File: src/hw/ato_pkg.sv
// constants and types for the accumulator transfer decoder
// assumes a 32-bit classic wishbone bus and a 25 MHz core clock
package ato_pkg;
    typedef logic [3:0] ato_nib_t;
    typedef logic [9:0] ato_word_t;
    typedef logic [7:0] ato_ram_addr_t;

    localparam int RAM_DEPTH = 256;

    localparam logic [7:0] ADDR_ACC = 8'h00;
    localparam logic [7:0] ADDR_INSTR = 8'h04;
    localparam logic [7:0] ADDR_DATA_PTR = 8'h08;
    localparam logic [7:0] ADDR_DISP_CTL3 = 8'h0c;
    localparam logic [7:0] ADDR_DISP_TIMER = 8'h10;
    localparam logic [7:0] ADDR_CLOCK_CTL = 8'h14;
    localparam logic [7:0] ADDR_STATUS = 8'h18;
    localparam logic [7:0] ADDR_RAM_DATA = 8'h1c;

    // status register fields
    localparam int STAT_CARRY_BIT = 0;
    localparam int STAT_SKIP_BIT = 1;

    // opcodes
    localparam ato_word_t OP_DISP_CTL3 = 10'h20c;
    localparam ato_word_t OP_DISP_TIMER = 10'h20d;
    localparam ato_word_t OP_CLOCK_CTL = 10'h216;
    localparam logic [5:0] OP_STORE_PREFIX = 6'h2d;

    localparam ato_nib_t NIB_RESET = 4'h0;
    localparam ato_word_t WORD_RESET = 10'h000;
endpackage

File: src/hw/ato_ram_if.sv
// carrier between the decoder and its nibble ram
// assumes both ends share clk
`timescale 1ns/100ps
interface ato_ram_if;
    logic we;
    ato_pkg::ato_ram_addr_t waddr;
    ato_pkg::ato_nib_t wdata;
    ato_pkg::ato_ram_addr_t raddr;
    ato_pkg::ato_nib_t rdata;
    modport ctrl (output we, waddr, wdata, raddr, input rdata);
    modport mem (input we, waddr, wdata, raddr, output rdata);
endinterface

File: src/hw/ato_nibble_ram.sv
// nibble-wide data ram with a registered read port
// assumes synchronous active-high reset on clk
`timescale 1ns/100ps
module ato_nibble_ram (
    input wire logic clk,
    input wire logic sys_rst,
    ato_ram_if.mem port
);
    import ato_pkg::*;

    ato_nib_t cells [RAM_DEPTH];

    // write port
    always_ff @(posedge clk) begin
        if (port.we) begin
            cells[port.waddr] <= port.wdata;
        end
    end

    // registered read data
    always_ff @(posedge clk) begin
        if (sys_rst) begin
            port.rdata <= NIB_RESET;
        end else begin
            port.rdata <= cells[port.raddr];
        end
    end
endmodule

File: src/hw/ato_transfer_ops.sv
// accumulator transfer decoder with a classic wishbone register slave
// assumes a single 25 MHz clk and synchronous reset sys_rst
//
// Function
// RL1 - opcode 1000001100 copies accumulator to display control three, one cycle
// RL2 - timer load opcode writes accumulator to timer count and reload together
// RL3 - store writes accumulator to ram at data pointer, file select xor j
// RL4 - opcode 1000010110 copies accumulator to clock control, one cycle
// RL5 - these transfers never change carry and never cause a skip
//
// Register access over Wishbone and the register addresses were left to the implementer.
`timescale 1ns/100ps
module ato_transfer_ops (
    input wire logic clk,
    input wire logic sys_rst,
    input wire logic wb_cyc_i,
    input wire logic wb_stb_i,
    input wire logic wb_we_i,
    input wire logic [3:0] wb_sel_i,
    input wire logic [31:0] wb_adr_i,
    input wire logic [31:0] wb_dat_i,
    output logic [31:0] wb_dat_o,
    output logic wb_ack_o,
    output ato_pkg::ato_nib_t display_control_three,
    output ato_pkg::ato_nib_t display_clock_timer,
    output ato_pkg::ato_nib_t display_timer_reload,
    output ato_pkg::ato_nib_t clock_control_reg,
    output logic carry_flag,
    output logic skip_next
);
    import ato_pkg::*;

    ato_ram_if ram_bus ();

    ato_nib_t acc;
    ato_nib_t file_sel;
    ato_nib_t row_sel;
    ato_word_t last_op;
    ato_word_t op;
    ato_nib_t imm_j;
    logic [7:0] offset;
    logic req;
    logic wr_fire;
    logic exec;
    logic do_ctl3;
    logic do_timer;
    logic do_store;
    logic do_clock;
    logic [31:0] next_rdata;

    ato_nibble_ram u_ram (
        .clk(clk),
        .sys_rst(sys_rst),
        .port(ram_bus.mem)
    );

    // request decode
    always_comb begin
        req = wb_cyc_i & wb_stb_i;
        offset = wb_adr_i[7:0];
        wr_fire = req & wb_we_i & wb_ack_o & wb_sel_i[0];
        op = wb_dat_i[9:0];
        imm_j = wb_dat_i[3:0];
        exec = wr_fire & wb_sel_i[1] & (offset == ADDR_INSTR) & ~skip_next;
        do_ctl3 = exec & (op == OP_DISP_CTL3);
        do_timer = exec & (op == OP_DISP_TIMER);
        do_clock = exec & (op == OP_CLOCK_CTL);
        do_store = exec & (op[9:4] == OP_STORE_PREFIX);
    end

    // ram write port, one cycle store
    always_comb begin
        ram_bus.we = do_store; // [RL3]
        ram_bus.waddr = {file_sel, row_sel};
        ram_bus.wdata = acc;
        ram_bus.raddr = {file_sel, row_sel};
    end

    // bus acknowledge, one cycle per request
    always_ff @(posedge clk) begin
        if (sys_rst) begin
            wb_ack_o <= 1'b0;
        end else begin
            wb_ack_o <= req & ~wb_ack_o;
        end
    end

    // read mux
    always_comb begin
        next_rdata = 32'h0;
        if (offset == ADDR_ACC) begin
            next_rdata[3:0] = acc;
        end else if (offset == ADDR_INSTR) begin
            next_rdata[9:0] = last_op;
        end else if (offset == ADDR_DATA_PTR) begin
            next_rdata[7:0] = {file_sel, row_sel};
        end else if (offset == ADDR_DISP_CTL3) begin
            next_rdata[3:0] = display_control_three;
        end else if (offset == ADDR_DISP_TIMER) begin
            next_rdata[7:0] = {display_timer_reload, display_clock_timer};
        end else if (offset == ADDR_CLOCK_CTL) begin
            next_rdata[3:0] = clock_control_reg;
        end else if (offset == ADDR_STATUS) begin
            next_rdata[STAT_CARRY_BIT] = carry_flag;
            next_rdata[STAT_SKIP_BIT] = skip_next;
        end else if (offset == ADDR_RAM_DATA) begin
            next_rdata[3:0] = ram_bus.rdata;
        end
    end

    // read data register
    always_ff @(posedge clk) begin
        if (sys_rst) begin
            wb_dat_o <= 32'h0;
        end else if (req & ~wb_ack_o & ~wb_we_i) begin
            wb_dat_o <= next_rdata;
        end else begin
            wb_dat_o <= 32'h0;
        end
    end

    // accumulator and last opcode
    always_ff @(posedge clk) begin
        if (sys_rst) begin
            acc <= NIB_RESET;
            last_op <= WORD_RESET;
        end else begin
            if (wr_fire & (offset == ADDR_ACC)) begin
                acc <= wb_dat_i[3:0];
            end
            if (exec) begin
                last_op <= op;
            end
        end
    end

    // data pointer, file select modified by store
    always_ff @(posedge clk) begin
        if (sys_rst) begin
            file_sel <= NIB_RESET;
            row_sel <= NIB_RESET;
        end else if (do_store) begin
            file_sel <= file_sel ^ imm_j; // [RL3]
        end else if (wr_fire & (offset == ADDR_DATA_PTR)) begin
            file_sel <= wb_dat_i[7:4];
            row_sel <= wb_dat_i[3:0];
        end
    end

    // display control three
    always_ff @(posedge clk) begin
        if (sys_rst) begin
            display_control_three <= NIB_RESET;
        end else if (do_ctl3) begin
            display_control_three <= acc; // [RL1]
        end
    end

    // display timer count and reload
    always_ff @(posedge clk) begin
        if (sys_rst) begin
            display_clock_timer <= NIB_RESET;
            display_timer_reload <= NIB_RESET;
        end else if (do_timer) begin
            display_clock_timer <= acc; // [RL2]
            display_timer_reload <= acc; // [RL2]
        end
    end

    // clock control
    always_ff @(posedge clk) begin
        if (sys_rst) begin
            clock_control_reg <= NIB_RESET;
        end else if (do_clock) begin
            clock_control_reg <= acc; // [RL4]
        end
    end

    // carry and skip: only software writes, a pending skip eats one opcode
    always_ff @(posedge clk) begin
        if (sys_rst) begin
            carry_flag <= 1'b0;
            skip_next <= 1'b0;
        end else if (wr_fire & (offset == ADDR_STATUS)) begin
            carry_flag <= wb_dat_i[STAT_CARRY_BIT];
            skip_next <= wb_dat_i[STAT_SKIP_BIT];
        end else if (wr_fire & wb_sel_i[1] & (offset == ADDR_INSTR)) begin
            skip_next <= 1'b0; // [RL5]
        end
    end
endmodule
File: config.mk
export PLATFORM = sky130hd
export DESIGN_NAME = ato_transfer_ops
export DESIGN_NICKNAME = d
export VERILOG_FILES = /design/src/hw/ato_pkg.sv /design/src/hw/ato_ram_if.sv /design/src/hw/ato_nibble_ram.sv /design/src/hw/ato_transfer_ops.sv
export SDC_FILE = /design/constraint.sdc
export NUM_CORES = 1
export LEC_CHECK = 0
export BUFFER_PORTS_ARGS = -buffer_cell sky130_fd_sc_hd__buf_2
export CAP_MARGIN = 20
export CORE_UTILIZATION = 60
export CTS_CLUSTER_SIZE = 25
export DETAILED_ROUTE_END_ITERATION = 16
export GPL_TIMING_DRIVEN = 0
export PLACE_DENSITY = 0.77
export SYNTH_ARGS = -nofsm -noshare
export SYNTH_HDL_FRONTEND = slang
export SYNTH_SLANG_ARGS = --single-unit
export TNS_END_PERCENT = 1
File: constraint.sdc
create_clock -name clk -period 7 [get_ports clk]
set_clock_uncertainty 0.2 [all_clocks]
set_input_delay 2.1 -clock clk [delete_from_list [all_inputs] [get_ports clk]]
set_output_delay 2.1 -clock clk [all_outputs]
set_load 0.02 [all_outputs]
=== After elaboration in Yosys (flattened, before gate mapping) ===
Memory sizes are Yosys's and may differ from the RTL's. A register that Yosys moved wholly into a read port is not among the register bits.
Index checks and enable logic that the tools add are counted.

* Bits in registers: 69
* Bits in writable memories: 1024
* Output and inout port bits: 51
* Memories: 1

* Equality and inequality tests: 11
* Mux-type cells: 17
* Bitwise logic cells: 23
* Reductions and logical operators: 7

{| class="wikitable"
|+ Memory list
! memory !! words !! width !! read ports !! clocked after memory_dff !! wr ports !! RTL line !! source
|-
| u_ram.cells || 256 || 4 || 1 || 1 || 1 || ato_nibble_ram.sv:11 || <nowiki>ato_nib_t cells [RAM_DEPTH];</nowiki>
|}

{| class="wikitable"
|+ Operator list
! kind !! number
|-
| $mux 4 || 9
|-
| $eq 8x5->1 const B || 4
|-
| $eq 10x10->1 const B || 3
|-
| $and 1x1->1 || 16
|-
| $eq 8x4->1 const B || 2
|-
| $mux 8 || 2
|-
| $eq 8x3->1 const B || 1
|-
| $logic_not 8->1 || 1
|-
| $eq 6x6->1 const B || 1
|-
| $not 1->1 || 6
|-
| $mux 1 || 4
|-
| $mux 2 || 2
|-
| $reduce_bool 2->1 || 2
|-
| $reduce_or 4->1 || 1
|-
| $xor 4x4->4 || 1
|-
| $reduce_or 3->1 || 1
|-
| $reduce_and 2->1 || 1
|-
| $reduce_or 2->1 || 1
|}

=== Longest topological paths before layout ===
* Depth after elaboration: 10
* Depth in mapped cells: 12
* Depth with buffers taken out: 7

=== Cells and area by module ===
Synthesis repeated with hierarchy kept, for this count alone.

* Cell total of the unflattened synthesis: 2412
* Area total of the unflattened synthesis: 43676.9 µm²

{| class="wikitable"
|+ By module, submodules not included
! module !! instances !! cells each !! area an instance (µm²)
|-
| ato_nibble_ram || 1 || 2120 || 41160.7
|-
| ato_transfer_ops || 1 || 292 || 2516.2
|}

=== Least setup slack after synthesis ===
OpenSTA, ideal clock, no wires.

* Path type: input to register
* Start point: in wb_adr_i[7]
* End point: mem u_ram.cells[219][0] in the netlist's numbering (enable)
* Setup time: 0.330 ns
* Data arrival time: 4.418 ns
* Slack: 2.052 ns
* Stages: 9
* Buffers on the path: 2
* Path through: or4b_4 > nor4b_4 > nand4b_2 > nor3_2 > and2_1 > buf_6 > nand3_4 > buf_2 > nor2_1

* Longest elaborated chain between the ends: 6

{| class="wikitable"
|+ RTL lines
! what !! RTL line !! source
|-
| from (decl) || ato_transfer_ops.sv:20 || <nowiki>input wire logic [31:0] wb_adr_i,</nowiki>
|-
| $eq 8x3->1 || ato_transfer_ops.sv:64 || <nowiki>exec = wr_fire & wb_sel_i[1] & (offset == ADDR_INSTR) & ~skip_next;</nowiki>
|-
| $and 1x1->1 (2 in series) || ato_transfer_ops.sv:64 ||
|-
| $and 1x1->1 || ato_transfer_ops.sv:68 || <nowiki>do_store = exec & (op[9:4] == OP_STORE_PREFIX);</nowiki>
|-
| $mux 1 || ato_nibble_ram.sv:15 || <nowiki>if (port.we) begin</nowiki>
|-
| $mux 1 (implied by the code) || ato_nibble_ram.sv:16 || <nowiki>cells[port.waddr] <= port.wdata;</nowiki>
|-
| to (decl) || ato_nibble_ram.sv:11 ||
|}

No other way between the ends.

=== Worst setup path in the final report ===
* Start point: reg row_sel[2]
* End point: mem u_ram.cells[132][3] in the netlist's numbering (enable)

{| class="wikitable"
|+ RTL lines
! what !! RTL line !! source
|-
| from (decl) || ato_transfer_ops.sv:37 || <nowiki>ato_nib_t row_sel;</nowiki>
|-
| from (signal assigned) || ato_transfer_ops.sv:146 || <nowiki>row_sel <= wb_dat_i[3:0];</nowiki>
|}

No word-level cell before the write port.

==> impl_metrics.json <==
{
  "clock_tree.buffer_depth": 3,
  "cts_made_buffers": 104,
  "cts_hold_buf": 0,
  "grt_max_degree": 105,
  "hpwl_mm": 92.77,
  "wl_per_cell_um": 39.08,
  "cp-start-kind": "flip-flop",
  "whs_ns": 0.2714,
  "syn_inst": 2371,
  "top_regs": "u_ram.cells: 1024 flops, last_op: 10 flops, wb_dat_o: 10 flops",
  "drv_cap": 0,
  "drc": 0,
  "fp.dieW_um": 269.3,
  "mostFrequentLayoutCell": "edfxtp_1",
  "r2r-start": "row_sel[2]",
  "antenna_found_initial": 6,
  "portBuffers": 48,
  "cts_root_buf": "clkbuf_16",
  "critical-path-max-stage-delay_ns": 0.97,
  "status": "completed",
  "crit_family": "buffers and inverters",
  "design_power_total_mw": 12.75,
  "maxSlewViolCount": 0,
  "finalSetupViolCount": 0,
  "core_area_um2": 70390,
  "grt_setup_unrepaired": "false",
  "hp-class": "reg2reg",
  "fin_crit_ns": 6.054,
  "yosys.area.top_type_share_pct": 71.75,
  "routed_wl_mm": 140.3,
  "cp.arrival_ns": 6.17,
  "final_cell_mix": "edfxtp_1 (1024), nor2_1 (334), mux4_2 (224)",
  "io_pins": 124,
  "path_buf_inv": 6,
  "syn_avg_cell_area_um2": 18.08,
  "syn2layout_area_growth_pct": 12.50,
  "gp_congestion": 1.036,
  "utilization_pct": 68.49,
  "cts_tree": "yes",
  "synth_warnings": 0,
  "tightestPinTransition_ns": 1.259,
  "cp-startpoint": "row_sel[2]",
  "required_ns": 7.11,
  "ys.flop_type": "edfxtp_1",
  "nets": 2639,
  "start_util_pct": 60.88,
  "via_count": 26230,
  "cts.sinks": 1075,
  "postCtsSetupBuffers": 0,
  "hp-start": "last_op[5]",
  "yosys-top-cells-area": "edfxtp_1 (72%), mux4_2 (12%), nor2_1 (2.9%), mux2i_1 (2.5%), dfxtp_1 (2.4%)",
  "regMostFlops": "u_ram.cells",
  "max_freq_mhz": 165.2,
  "htree_levels": 3,
  "viasPerCell": 7.308,
  "cp_common_cell": "clkbuf_1",
  "ant_nets": 0,
  "async_reset_ff_share_pct": 0,
  "grt_pass1_wl_mm": 193.3,
  "gr-total-overflow": 0,
  "path_class": "reg2reg",
  "min_period_over_period_pct": 86.49,
  "largest_reg_flops": 1024,
  "critPathSlowestCell": "buf_1",
  "row_count": 97,
  "vdd_drop_max_mv": 0.1702,
  "hold_viol": 0,
  "synth_seq_cells": 1075,
  "synth_cell_type_count": 65,
  "clk_pin_slew_ns": 0.06,
  "endpoint_kind": "flip-flop",
  "synth_edf_count": 1024,
  "dieHeight_um": 269.3,
  "cp_max_fo": 10,
  "syn_area_um2": 42860,
  "grt_usage_pct": 39.03,
  "post_cts_resized": 0,
  "die_area_um2": 72500,
  "path_cells": "clkbuf_1, clkbuf_1, clkbuf_1, buf_1, buf_2, nand3_1, buf_2, nor2_1",
  "ys_seq_area_share_pct": 74.13,
  "drt_pass1_iterations": 6,
  "maxSlewHeadroom_pct": 16.10,
  "grt_pass1_vias": 25080,
  "fillers": 4493,
  "layout-drive-gt1-share_pct": 21.57,
  "clk_latency_ns": 0.68,
  "p_per_area_nw_per_um2": 264.5,
  "dr.first_iter.drc_count": 5121,
  "synth_top_area_cell": "edfxtp_1",
  "total_leakage_power_nw": 17.49
}
## logic make-up (layout without fill, tap and decap cells)
logic type | Yosys count | after routing | share of synthesized area, %
buffers and inverters | 188 | 443 | 2.131
other | 1 | 24 | 0.008750
AO/OA/AOI/OAI | 204 | 204 | 3.393
flip-flops | 1075 | 1075 | 74.13
AND/OR/NAND/NOR | 572 | 572 | 6.061
multiplexers | 331 | 331 | 14.27
## power breakdown
part           switching, mW  leakage [nW]  total, mW  internal [mW]
registers           0.000235          12.3       6.93           6.93
clock network           2.44          1.67       5.78           3.34
logic                 0.0305          3.48     0.0464         0.0159
## final timing paths
path / end / slack (ns) / cells after the start
worst max-delay path: u_ram.cells[132][3] / 0.95 / 8
worst min-delay path: wb_dat_o[5] / 0.27 / 2
worst max register to register: u_ram.cells[132][3] / 0.95 / 8
worst min register to register: wb_dat_o[5] / 0.27 / 2
## worst min-delay path: cells and delay by family, from the launching register on
family	cells	cell delay (ns)
AOI/OAI and AO/OA	1	0.05
and+or+nand+nor	1	0.06
DFF	1	0.31
## cell usage after synthesis (9+ instances only)
cell      count
a21oi_1      35
o22ai_1      15
nand3_1      35
inv_1        12
edfxtp_1   1024
buf_2        70
nor2_1      335
mux4_2      224
nor4_1       10
mux2i_1     106
dfxtp_1      51
a221oi_1     10
clkbuf_1     62
o21ai_0      11
buf_1        14
a22oi_1      70
nor2b_1       9
nand2_1      93
nand4_1      11
buf_4        26
nor3_1       25
and3_1       10
## metal layers
| metal | wire length [µm] | track usage, % | up-vias |
|---|---|---|---|
| met4 | 12380 | 27.75 | 2 |
| met1 | 45580 | 50.89 | 13000 |
| met5 | 16 | 0 | - |
| met2 | 60440 | 56.31 | 2785 |
| li1 | - | - | 9857 |
| met3 | 21850 | 12.11 | 589 |
## final cells by class
class / count / area [µm²] / share of cell area, %
inverter: 13 / 48.80 / 0.1012
clock buffer: 130 / 2751 / 5.707
tap: 940 / 1176 / 2.439
antenna: 2 / 5.005 / 0.01038
multi-input combinational: 1129 / 10270 / 21.31
clock inverter: 57 / 710.7 / 1.474
sequential: 1075 / 31790 / 65.92
buffer: 175 / 868.3 / 1.801
timing repair buffer: 68 / 596.8 / 1.238
## stage by stage
stage / cells / setup WS [ns] / area (µm²) / setup TNS (ns)
detailed placement: 3399 / 0.6980 / 44740 / 0
floorplan: 2392 / 2.052 / 42930 / 0
global route: 3587 / 1.145 / 48210 / 0
finish: 3589 / 0.9459 / 48220 / 0
global placement: 3380 / -0.7357 / 44350 / -678.08
CTS: 3586 / 1.292 / 48200 / 0
No activity file was read; power rests on OpenSTA's default activity.
